<file path="src/hw/switch_pkg.sv">
// Constants, register map and state codes for the light switch block
package switch_pkg;
   localparam int CLK_PERIOD_NS = 25;
   // Evaluation cycle of the timebase: 1 ms
   localparam int TICK_NS       = 1000000;
   localparam int TICK_CYCLES   = (TICK_NS + CLK_PERIOD_NS - 1) / CLK_PERIOD_NS;

   localparam logic [7:0] ADDR_CTRL     = 8'h00;
   localparam logic [7:0] ADDR_OFF_DLY  = 8'h04;
   localparam logic [7:0] ADDR_HOLD     = 8'h08;
   localparam logic [7:0] ADDR_WARN_LD  = 8'h0C;
   localparam logic [7:0] ADDR_WARN_LEN = 8'h10;
   localparam logic [7:0] ADDR_TIMEBASE = 8'h14;
   localparam logic [7:0] ADDR_STATUS   = 8'h18;

   localparam int CTRL_WARN_EN_BIT = 0;
   localparam int CTRL_RETAIN_BIT  = 1;
   localparam int STAT_OUT_BIT     = 0;
   localparam int STAT_STATE_LSB   = 4;
   localparam int STAT_ELAPSED_LSB = 16;

   localparam logic [1:0]  RST_CTRL     = 2'h0;
   localparam logic [15:0] RST_OFF_DLY  = 16'h00B4;
   localparam logic [15:0] RST_HOLD     = 16'h0064;
   localparam logic [15:0] RST_WARN_LD  = 16'h000F;
   localparam logic [15:0] RST_WARN_LEN = 16'h0001;

   localparam logic [1:0] HTRANS_NONSEQ = 2'h2;

   typedef enum logic [3:0] {
      ST_OFF   = 4'h1,
      ST_HOLD  = 4'h2,
      ST_TIMED = 4'h4,
      ST_PERM  = 4'h8
   } state_t;
endpackage : switch_pkg

</file>
<file path="src/hw/tick_if.sv">
// Timebase carrier between the switch core and its tick generator
`timescale 1ns/1ps
`default_nettype none
interface tick_if;
   logic [15:0] period;
   logic        tick;
   modport gen (input period, output tick);
   modport use_side (output period, input tick);
endinterface : tick_if
`default_nettype wire

</file>
<file path="src/hw/sync2.sv">
// Two-stage synchroniser for pin inputs
`timescale 1ns/1ps
`default_nettype none
module sync2 #(
   parameter int WIDTH = 1
) (
   input  wire logic             hclk,
   input  wire logic             hresetn,
   input  wire logic [WIDTH-1:0] async_in,
   output var  logic [WIDTH-1:0] sync_out
);
   logic [WIDTH-1:0] meta_reg;

   always_ff @(posedge hclk or negedge hresetn) begin
      if (!hresetn) begin
         meta_reg <= '0;
         sync_out <= '0;
      end else begin
         meta_reg <= async_in;
         sync_out <= meta_reg;
      end
   end
endmodule : sync2
`default_nettype wire

</file>
<file path="src/hw/tick_gen.sv">
// Evaluation cycle tick from the configured timebase
`timescale 1ns/1ps
`default_nettype none
module tick_gen (
   input  wire logic hclk,
   input  wire logic hresetn,
   tick_if.gen       tb
);
   logic [15:0] cnt_reg;
   logic        last;

   // A period of zero behaves as one so the tick never stops
   assign last = (cnt_reg + 16'h0001 >= tb.period);

   always_ff @(posedge hclk or negedge hresetn) begin
      if (!hresetn) begin
         cnt_reg <= 16'h0000;
      end else if (last) begin
         cnt_reg <= 16'h0000;
      end else begin
         cnt_reg <= cnt_reg + 16'h0001;
      end
   end

   assign tb.tick = last;
endmodule : tick_gen
`default_nettype wire

</file>
<file path="src/hw/light_switch.sv">
// Multi-function light switch with AHB-Lite register access
`timescale 1ns/1ps
`default_nettype none
// Overview of operation
// (RQ1) A rising trigger switches the output on.
// (RQ2) Trigger held for the hold time from off latches permanent on.
// (RQ3) Trigger released before hold time starts off-delay from zero.
// (RQ4) Output goes off when elapsed time reaches the off-delay.
// (RQ5) Optional warning: output low for warning length before expiry.
// (RQ6) New trigger while on clears elapsed time and switches off.
// (RQ7) Clear input zeroes elapsed time and switches output off.
// (RQ8) Power loss clears state unless retention is enabled.
// (RQ9) Software gives all times in one common timebase.
// (RQ10) Inputs sampled and time advanced once per timebase tick; power is sampled every clock.
// (RQ11) Clear wins over trigger in the same tick.
module light_switch #(
   parameter logic [15:0] TICK_CYCLES_DFLT = 16'(switch_pkg::TICK_CYCLES)
) (
   input  wire logic        hclk,
   input  wire logic        hresetn,
   input  wire logic        hsel,
   input  wire logic [31:0] haddr,
   input  wire logic [1:0]  htrans,
   input  wire logic        hwrite,
   input  wire logic [2:0]  hsize,
   input  wire logic [31:0] hwdata,
   input  wire logic        hready,
   output var  logic        hreadyout,
   output var  logic [31:0] hrdata,
   output var  logic        hresp,
   input  wire logic        trigger_in,
   input  wire logic        clear_in,
   input  wire logic        power_good_in,
   output var  logic        switch_out
);
   logic                 wr_pend_reg;
   logic [7:0]           wr_addr_reg;
   logic                 warn_en_reg;
   logic                 retain_reg;
   logic [15:0]          off_dly_reg;
   logic [15:0]          hold_reg;
   logic [15:0]          warn_ld_reg;
   logic [15:0]          warn_len_reg;
   logic [15:0]          timebase_reg;
   logic [2:0]           pins_s;
   logic                 trg_s;
   logic                 clr_s;
   logic                 pwr_s;
   logic                 pwr_prev_reg;
   logic                 trg_prev_reg;
   logic                 tick;
   logic                 rise;
   logic                 pwr_restore;
   logic                 addr_ok;
   switch_pkg::state_t   state_reg;
   switch_pkg::state_t   state_next;
   logic [15:0]          elapsed_reg;
   logic [15:0]          elapsed_next;
   logic                 out_next;
   logic [16:0]          elapsed_inc;

   tick_if tb ();

   sync2 #(.WIDTH(3)) u_sync (
      .hclk     (hclk),
      .hresetn  (hresetn),
      .async_in ({power_good_in, clear_in, trigger_in}),
      .sync_out (pins_s)
   );

   // (RQ10) single tick enable
   assign tb.period = timebase_reg;
   tick_gen u_tick (
      .hclk    (hclk),
      .hresetn (hresetn),
      .tb      (tb)
   );
   assign tick = tb.tick;

   assign trg_s = pins_s[0];
   assign clr_s = pins_s[1];
   assign pwr_s = pins_s[2];

   // Bus slave: zero wait states, always OKAY, word accesses only
   assign hreadyout = 1'b1;
   assign hresp     = 1'b0;
   assign addr_ok   = hsel && hready && (htrans == switch_pkg::HTRANS_NONSEQ);

   always_ff @(posedge hclk or negedge hresetn) begin
      if (!hresetn) begin
         wr_pend_reg <= 1'b0;
         wr_addr_reg <= 8'h00;
      end else begin
         wr_pend_reg <= addr_ok && hwrite;
         wr_addr_reg <= haddr[7:0];
      end
   end

   // Writes land in the data phase; unmapped offsets are ignored
   always_ff @(posedge hclk or negedge hresetn) begin
      if (!hresetn) begin
         warn_en_reg  <= switch_pkg::RST_CTRL[switch_pkg::CTRL_WARN_EN_BIT];
         retain_reg   <= switch_pkg::RST_CTRL[switch_pkg::CTRL_RETAIN_BIT];
         off_dly_reg  <= switch_pkg::RST_OFF_DLY;
         hold_reg     <= switch_pkg::RST_HOLD;
         warn_ld_reg  <= switch_pkg::RST_WARN_LD;
         warn_len_reg <= switch_pkg::RST_WARN_LEN;
         timebase_reg <= TICK_CYCLES_DFLT;
      end else if (wr_pend_reg) begin
         if (wr_addr_reg == switch_pkg::ADDR_CTRL) begin
            warn_en_reg <= hwdata[switch_pkg::CTRL_WARN_EN_BIT];
            retain_reg  <= hwdata[switch_pkg::CTRL_RETAIN_BIT];
         end else if (wr_addr_reg == switch_pkg::ADDR_OFF_DLY) begin
            off_dly_reg <= hwdata[15:0];
         end else if (wr_addr_reg == switch_pkg::ADDR_HOLD) begin
            hold_reg <= hwdata[15:0];
         end else if (wr_addr_reg == switch_pkg::ADDR_WARN_LD) begin
            warn_ld_reg <= hwdata[15:0];
         end else if (wr_addr_reg == switch_pkg::ADDR_WARN_LEN) begin
            warn_len_reg <= hwdata[15:0];
         end else if (wr_addr_reg == switch_pkg::ADDR_TIMEBASE) begin
            timebase_reg <= hwdata[15:0];
         end
      end
   end

   // Read data is latched at the address phase, so a read right behind
   // a write to the same register returns the old value
   always_ff @(posedge hclk or negedge hresetn) begin
      if (!hresetn) begin
         hrdata <= 32'h0000_0000;
      end else if (addr_ok && !hwrite) begin
         if (haddr[7:0] == switch_pkg::ADDR_CTRL) begin
            hrdata <= {30'h0000_0000, retain_reg, warn_en_reg};
         end else if (haddr[7:0] == switch_pkg::ADDR_OFF_DLY) begin
            hrdata <= {16'h0000, off_dly_reg};
         end else if (haddr[7:0] == switch_pkg::ADDR_HOLD) begin
            hrdata <= {16'h0000, hold_reg};
         end else if (haddr[7:0] == switch_pkg::ADDR_WARN_LD) begin
            hrdata <= {16'h0000, warn_ld_reg};
         end else if (haddr[7:0] == switch_pkg::ADDR_WARN_LEN) begin
            hrdata <= {16'h0000, warn_len_reg};
         end else if (haddr[7:0] == switch_pkg::ADDR_TIMEBASE) begin
            hrdata <= {16'h0000, timebase_reg};
         end else if (haddr[7:0] == switch_pkg::ADDR_STATUS) begin
            hrdata <= {elapsed_reg, 8'h00, state_reg, 3'h0, switch_out};
         end else begin
            hrdata <= 32'h0000_0000;
         end
      end
   end

   // Warning window: [off - lead, off - lead + len)
   function automatic logic in_warn(input logic [15:0] el);
      logic [16:0] start;
      start = {1'b0, off_dly_reg} - {1'b0, warn_ld_reg};
      in_warn = warn_en_reg && (warn_ld_reg <= off_dly_reg) &&
                ({1'b0, el} >= start) &&
                ({1'b0, el} < start + {1'b0, warn_len_reg});
   endfunction : in_warn

   // (RQ10) trigger sampled once per tick, power sampled every clock
   always_ff @(posedge hclk or negedge hresetn) begin
      if (!hresetn) begin
         trg_prev_reg <= 1'b0;
         pwr_prev_reg <= 1'b0;
      end else begin
         pwr_prev_reg <= pwr_s;
         if (tick && pwr_s) begin
            trg_prev_reg <= trg_s;
         end
      end
   end

   assign rise        = trg_s && !trg_prev_reg;
   assign pwr_restore = pwr_s && !pwr_prev_reg;
   assign elapsed_inc = {1'b0, elapsed_reg} + 17'h0_0001;

   always_comb begin
      state_next   = state_reg;
      elapsed_next = elapsed_reg;
      // (RQ8) power restore clears
      if (pwr_restore && !retain_reg) begin
         state_next   = switch_pkg::ST_OFF;
         elapsed_next = 16'h0000;
      end else if (tick && pwr_s) begin
         // (RQ7) (RQ11) clear first
         if (clr_s) begin
            state_next   = switch_pkg::ST_OFF;
            elapsed_next = 16'h0000;
         end else begin
            case (state_reg)
               switch_pkg::ST_OFF: begin
                  // (RQ1) switch on
                  if (rise) begin
                     state_next   = switch_pkg::ST_HOLD;
                     elapsed_next = 16'h0000;
                  end
               end
               switch_pkg::ST_HOLD: begin
                  if (trg_s) begin
                     // (RQ2) latch permanent
                     if (elapsed_inc >= {1'b0, hold_reg}) begin
                        state_next   = switch_pkg::ST_PERM;
                        elapsed_next = 16'h0000;
                     end else begin
                        elapsed_next = elapsed_inc[15:0];
                     end
                  end else begin
                     // (RQ3) start off-delay
                     state_next   = switch_pkg::ST_TIMED;
                     elapsed_next = 16'h0000;
                  end
               end
               switch_pkg::ST_TIMED: begin
                  if (rise) begin
                     // (RQ6) retrigger switches off
                     state_next   = switch_pkg::ST_OFF;
                     elapsed_next = 16'h0000;
                  end else if (elapsed_inc >= {1'b0, off_dly_reg}) begin
                     // (RQ4) off-delay expired
                     state_next   = switch_pkg::ST_OFF;
                     elapsed_next = off_dly_reg;
                  end else begin
                     elapsed_next = elapsed_inc[15:0];
                  end
               end
               switch_pkg::ST_PERM: begin
                  // (RQ6) retrigger switches off
                  if (rise) begin
                     state_next   = switch_pkg::ST_OFF;
                     elapsed_next = 16'h0000;
                  end
               end
               default: begin
                  state_next   = switch_pkg::ST_OFF;
                  elapsed_next = 16'h0000;
               end
            endcase
         end
      end
   end

   // Process form, so edits to the warning registers re-evaluate it
   // (RQ5) warning blink
   always_comb begin
      out_next = pwr_s && ((state_next == switch_pkg::ST_HOLD) ||
                 (state_next == switch_pkg::ST_PERM) ||
                 ((state_next == switch_pkg::ST_TIMED) &&
                  !in_warn(elapsed_next)));
   end

   always_ff @(posedge hclk or negedge hresetn) begin
      if (!hresetn) begin
         state_reg   <= switch_pkg::ST_OFF;
         elapsed_reg <= 16'h0000;
      end else begin
         state_reg   <= state_next;
         elapsed_reg <= elapsed_next;
      end
   end

   // Output held low while power is down; state is kept, and survives restore only with retain_reg set
   always_ff @(posedge hclk or negedge hresetn) begin
      if (!hresetn) begin
         switch_out <= 1'b0;
      end else begin
         switch_out <= out_next;
      end
   end

   logic base_ok;
   assign base_ok = tick && pwr_s && !(pwr_restore && !retain_reg);
endmodule : light_switch
`default_nettype wire

</file>
<file path="config.mk">
export PLATFORM = sky130hd
export DESIGN_NAME = light_switch
export DESIGN_NICKNAME = d
export VERILOG_FILES = /design/src/hw/switch_pkg.sv /design/src/hw/tick_if.sv /design/src/hw/sync2.sv /design/src/hw/tick_gen.sv /design/src/hw/light_switch.sv
export SDC_FILE = /design/constraint.sdc
export NUM_CORES = 1
export LEC_CHECK = 0
export BUFFER_PORTS_ARGS = -buffer_cell sky130_fd_sc_hd__buf_2
export CORE_ASPECT_RATIO = 0.5
export CORE_MARGIN = 1
export CORE_UTILIZATION = 54
export CTS_CLUSTER_DIAMETER = 80
export DETAILED_ROUTE_END_ITERATION = 10
export PLACE_DENSITY_LB_ADDON = 0.12
export SLEW_MARGIN = 20
export SYNTH_ARGS = -nofsm -noshare
export SYNTH_HDL_FRONTEND = slang
export SYNTH_SLANG_ARGS = --single-unit
</file>
<file path="constraint.sdc">
create_clock -name hclk -period 5.57 [get_ports hclk]
set_input_delay 0.557 -clock hclk [delete_from_list [all_inputs] [get_ports hclk]]
set_output_delay 0.557 -clock hclk [all_outputs]
set_load 0.02 [all_outputs]
</file>
======== Word level (Yosys, flattened, before mapping) ========
Cells that the tools add are included.
operators by class
  $add $sub $neg .......................... 4
  $lt $le $gt $ge ......................... 6
  eq/ne operators ......................... 19
  mux-type cells .......................... 27
  bitwise operators ....................... 5
  reductions and logical operators ........ 29
operators by type and width
  operator                                       number
  two-way mux 32 bit                             7
  two-way mux 16 bit                             9
  one-hot mux 16 bit (3 select lines)            1
  == test 8 x 5 -> 1 bit, second input constant  5
  two-way mux 4 bit                              9
  greater-or-equal comparator 17 x 16 -> 1 bit   2
  == test 8 x 4 -> 1 bit, second input constant  4
  adder 16 x 1 -> 17 bit, second input constant  1
  adder 17 x 16 -> 17 bit                        1
  greater-or-equal comparator 16 x 17 -> 1 bit   1
  less-than comparator 16 x 17 -> 1 bit          1
  subtractor 16 x 16 -> 17 bit                   1
  adder 16 x 1 -> 16 bit, second input constant  1
  == test 8 x 3 -> 1 bit, second input constant  2
  greater-or-equal comparator 16 bit             1
  less-or-equal comparator 16 bit                1
  zero test 8 bit                                2
  one-hot mux 4 bit (4 select lines)             1
  logical AND 1 bit                              13
  == test 4 x 2 -> 1 bit, second input constant  2
  == test 4 x 3 -> 1 bit, second input constant  2
  == test 4 bit, second input constant           2
  AND reduction 7 bit                            1
  AND reduction 6 bit                            1
  10 further kinds                               19
word-level totals
  register bits ........................... 168
  bits of input ports ..................... 77
  output and inout bits ................... 35
  logic and storage cells ................. 108

======== Depth between registers and ports, before layout ========
  depth after elaboration ................. 15
  depth in mapped cells ................... 28
  gate-level depth less buffers ........... 28

======== Cells and area by module ========
From an unflattened synthesis, not the netlist that was laid out.
second synthesis, totals
  cell total of the unflattened synthesis .. 1174
  area total of the unflattened synthesis .. 11297.1 µm²
by module, submodules not included
  module        instances  cells each  area each (µm²)  seq. area each (µm²)
  light_switch  1          1034        9854.5           3676.0
  tick_gen      1          134         1292.5           400.4
  sync2         1          6           150.1            150.1

======== Least setup slack after synthesis ========
No wires, ideal clock.
  path kind ............................... register to register
  start point ............................. register warn_ld_reg[0]
  end point ............................... register switch_out
  library setup time ...................... 111 ps
  arrival ................................. 5142 ps
  data required time ...................... 5459 ps
  path slack .............................. 316 ps
  cell stages (with the launch flop) ...... 24
  buffers on the path ..................... 0
  period minus slack after synthesis ...... 5254 ps
  path through ............................ dfstp_2 > ha_1 > inv_1 > fa_1 > a21o_1 > a21oi_1 > o21bai_1 > a311o_1 > nand2_1 > nand2b_1 > a21o_1 > a21oi_1 > o21bai_1 > xor2_1 > ha_1 > o311ai_0 > a311oi_1 > ha_1 > nand3_1 > or2_2 > or3_1 > a2111oi_2 > o21ai_1 > a2111oi_2
on the way
  word-level cells in the longest chain between the ends .. 8
  elaborated cells on any way between the ends .. 12
  those cells by class .................... add/sub (2); order compare (3); reduce/logical (7)
ends and longest elaborated chain
  element                                                                                 RTL line                                  source
  from (decl)                                                                             light_switch.sv:42                        logic [15:0] warn_ld_reg;
  from (signal assigned)                                                                  light_switch.sv:106                       warn_ld_reg <= switch_pkg::RST_WARN_LD;
  from (signal assigned)                                                                  light_switch.sv:118                       warn_ld_reg <= hwdata[15:0];
  subtractor 16 x 16 -> 17 bit / less-or-equal comparator 16 bit (equally long branches)  light_switch.sv:156, light_switch.sv:157
  adder 17 x 16 -> 17 bit, or another cell as far along                                   light_switch.sv:159                       ({1'b0, el} < start + {1'b0, warn_len_reg});
  less-than comparator 16 x 17 -> 1 bit / logical AND 1 bit (equally long branches)       light_switch.sv:159, light_switch.sv:157
  logical AND 1 bit (*)                                                                   light_switch.sv:158                       ({1'b0, el} >= start) &&
  zero test 1 bit (*)                                                                     light_switch.sv:250                       !in_warn(elapsed_next)));
  logical AND 1 bit (*)                                                                   light_switch.sv:249                       ((state_next == switch_pkg::ST_TIMED) &&
  logical OR 1 bit (*)                                                                    light_switch.sv:248                       (state_next == switch_pkg::ST_PERM) ||
  logical AND 1 bit (*)                                                                   light_switch.sv:247                       out_next = pwr_s && ((state_next == switch_pkg::ST_HOLD) ||
  via out_next                                                                            light_switch.sv:59                        logic out_next;
  to (signal assigned)                                                                    light_switch.sv:268                       switch_out <= out_next;
  to (decl)                                                                               light_switch.sv:34                        output var logic switch_out
The timed path passes the listed nets; every way through them passes the cells marked *.
A chain may end at the register's enable or synchronous reset.

======== Worst setup path after layout ========
Same ends and word-level chain as after synthesis.

==> metrics.txt <==
status finished clean; Chip Height ~100 microns; drt wl/cell about 22 microns; Ys Warns 0; grt met1 use 0.488; mapped cell area between 0.01 and 0.015 sq mm; most flop-heavy register hrdata; M2 GR Usage 0.456; vias in the first global route 8764; Synth cell types 72; GRT Overall Usage 0.335; FF+latch area 0.00423 sq mm; Clock Sinks 168; Die Span X approximately 200 microns; Sequential Power Share 0.453; FILL cells between 1500 and 2000; final hold vios 0; EDFF count, synth 0; GRT overflow 0; Area growth, synth to finish 21.6%; startpoint types flip-flop; pin count of the biggest net entering global routing around 110; Antenna Nets Post-Route 0; Final nets 1488; initial core utilization 0.557; Crit Path Class reg2reg; final non-filler cell total between 1500 and 2000; PwrDens ~220 mW/mm^2; CTS tree yes; share of post-route cells with drive strength above 1 0.282; Sw Pwr about 0.00083 W; initial antenna violation count 1; HPWL after DPL 27000 microns; port bufs 66; Vias/cell 6.05; CTS Root Cell clkbuf_16; Detailed Route WL roughly 35000 microns; CP arrival a little under 6 ns; Slew headroom 0.301; clk buf depth 2; routability cong. about 1; core area approximately 0.02 sq mm; max-cap viol count 0; internal power 0.00209 W; hold_buf cts 0; FFs w/ async S/R, synth 1.00; first-pass GRT wire length just over 50000 microns; post-synthesis sequential area ratio 0.386; most frequent cells in the layout dfrtp_1, ha_1, inv_1; Slew Limit Fails 0; post-synthesis area per instance ~9.6 sq um; Syn Nets ~1300; Critical Path End Type flip-flop; final period utilization 0.981; cells after synthesis 1144; Worst Path Required between 5 and 6 ns; via count between 9000 and 10000; drc violations 0; most used routing layer met1; Gate power share 0.165; Worst Skew approximately 0.0095 ns; die area about 0.021 sq mm; worst hold slack 0.0617 ns; Max Freq around 0.18 GHz; DR pass1 iterations 6; GR Util met3 0.146; Synth Flop Type dfrtp_1; max FFs per register 32; Crit Path Max Fanout 3; Iter 0 DRT Violations about 900; switching share of power 0.285; # IOs 112; Final setup viols 0; Worst-path clk slew 0.07 ns; worst-margin pin slew between 1 and 1.5 ns; commonest non-fill, non-tap cell in the layout dfrtp_1; num rows 36; worst-skew pair later-pin latency between 0.4 and 0.5 ns; Max IR drop VDD ~0.13 mV; clock power share 0.383; Synth Register Bits approximately 170; placed cells between 1500 and 2000; htree depth 4; P_leak between 6 and 7 nW; crit path time final between 5 and 6 ns; footprint of the multi-input gates around 0.0067 sq mm; Hold Crit Class in2async; total CTS buffers 17
==> power by group through the flow <==
stage               registers (W)  clock network [W]  logic, W
floorplan                 0.00134                  0  0.000271
global placement          0.00134                  0  0.000418
detailed placement        0.00135                  0  0.000436
CTS                       0.00132            0.00113  0.000447
global route              0.00133            0.00120  0.000534
finish                    0.00132            0.00112  0.000482
==> repair_timing <==
action                     CTS  global route
resized for setup           27            61
setup endpoints to repair    1             1
pin swaps                   14            32
setup buffers                1            11
==> cell usage after synthesis, types with 4 or more instances <==
cell type,count,share of area
dfrtp_1,150,0.34
ha_1,113,0.13
inv_1,100,0.034
nand2_1,99,0.034
nor2_1,78,0.027
mux2_2,66,0.068
o21ai_0,65,0.030
a21oi_1,62,0.028
xnor2_1,33,0.026
a21o_1,30,0.021
clkbuf_1,30,0.010
xor2_1,27,0.022
a22oi_1,25,0.017
nand3_1,23,0.011
nand4_1,20,0.011
a221oi_1,19,0.015
a31oi_1,18,0.010
dfstp_2,18,0.043
nor2b_1,18,0.010
nor3_1,18,0.0082
nand2b_1,10,0.0057
and3_1,9,0.0051
o21a_1,8,0.0055
o21bai_1,8,0.0055
nor4_1,7,0.0040
nand4b_1,5,0.0040
o21ai_1,5,0.0023
a211oi_1,4,0.0027
a222oi_1,4,0.0037
and4_1,4,0.0032
==> stage by stage <==
step,total power (W),util,TNS (ns),setup WS (ns),cell area [sq um]
2_1_floorplan,0.00161,-,0,0.316,10900
3_3_place_gp,0.00176,0.619,-0.141,-0.141,12200
3_5_place_dp,0.00178,0.619,-0.219,-0.219,12200
4_1_cts,0.00290,0.654,0,0.000736,12800
5_1_grt,0.00306,0.677,-0.0433,-0.0433,13300
6_report,0.00293,0.677,0,0.105,13300
==> metal layers <==
| layer | wire length [microns] | vias up |
|---|---|---|
| met2 | 13900 | 404 |
| met3 | 4540 | 28 |
| met5 | 0 | - |
| met4 | 314 | 0 |
| met1 | 15900 | 4691 |
| li1 | - | 4417 |
==> layout make-up <==
cell class                 count  share of cell area
tap                          266              0.0250
timing repair buffer         168              0.0869
clock buffer                  21              0.0346
inverter                     100              0.0282
clock inverter                11             0.00649
multi-input combinational    841               0.500
antenna                        2            0.000376
sequential                   168               0.318
==> worst max-delay path: stages, from the launching register on <==
cell,delay (ns)
dfstp_2,0.61
ha_4,0.15
inv_1,0.04
fa_2,0.34
a21o_1,0.18
a21oi_2,0.18
o21bai_1,0.12
a311o_1,0.38
buf_4,0.15
xnor2_2,0.14
ha_1,0.33
o21ai_2,0.09
a31oi_4,0.05
or4_4,0.55
nand2_1,0.12
a311oi_2,0.10
ha_1,0.31
nand3_1,0.08
or2_4,0.27
or3_4,0.37
a2111oi_4,0.29
o21ai_1,0.13
a2111oi_2,0.37
==> final timing paths <==
kind / start / endpoint / slack [ns] / depth (start not counted)
setup / recovery: warn_ld_reg[0] / switch_out / 0.11 / 22
max in group asynchronous: hresetn / elapsed_reg[14] / 4.38 / 2
hold / removal: hresetn / hrdata[2] / 0.06 / 1
hold reg to reg: u_sync.meta_reg[1] / u_sync.sync_out[1] / 0.35 / 0
min in group hclk: trigger_in / u_sync.meta_reg[0] / 0.23 / 1
setup reg to reg: warn_ld_reg[0] / switch_out / 0.11 / 22
==> cells by family after synthesis <==
| family | share of synthesized area |
|---|---|
| AO/OA/AOI/OAI | 0.175 |
| XOR/XNOR | 0.0480 |
| adder cells (fa/ha/maj) | 0.133 |
| buffers and inverters | 0.0476 |
| flip-flops | 0.386 |
| multiplexers | 0.0698 |
| other | 0.000687 |
| AND/OR/NAND/NOR | 0.140 |
Note: power is estimated with default switching activity, not from simulation.
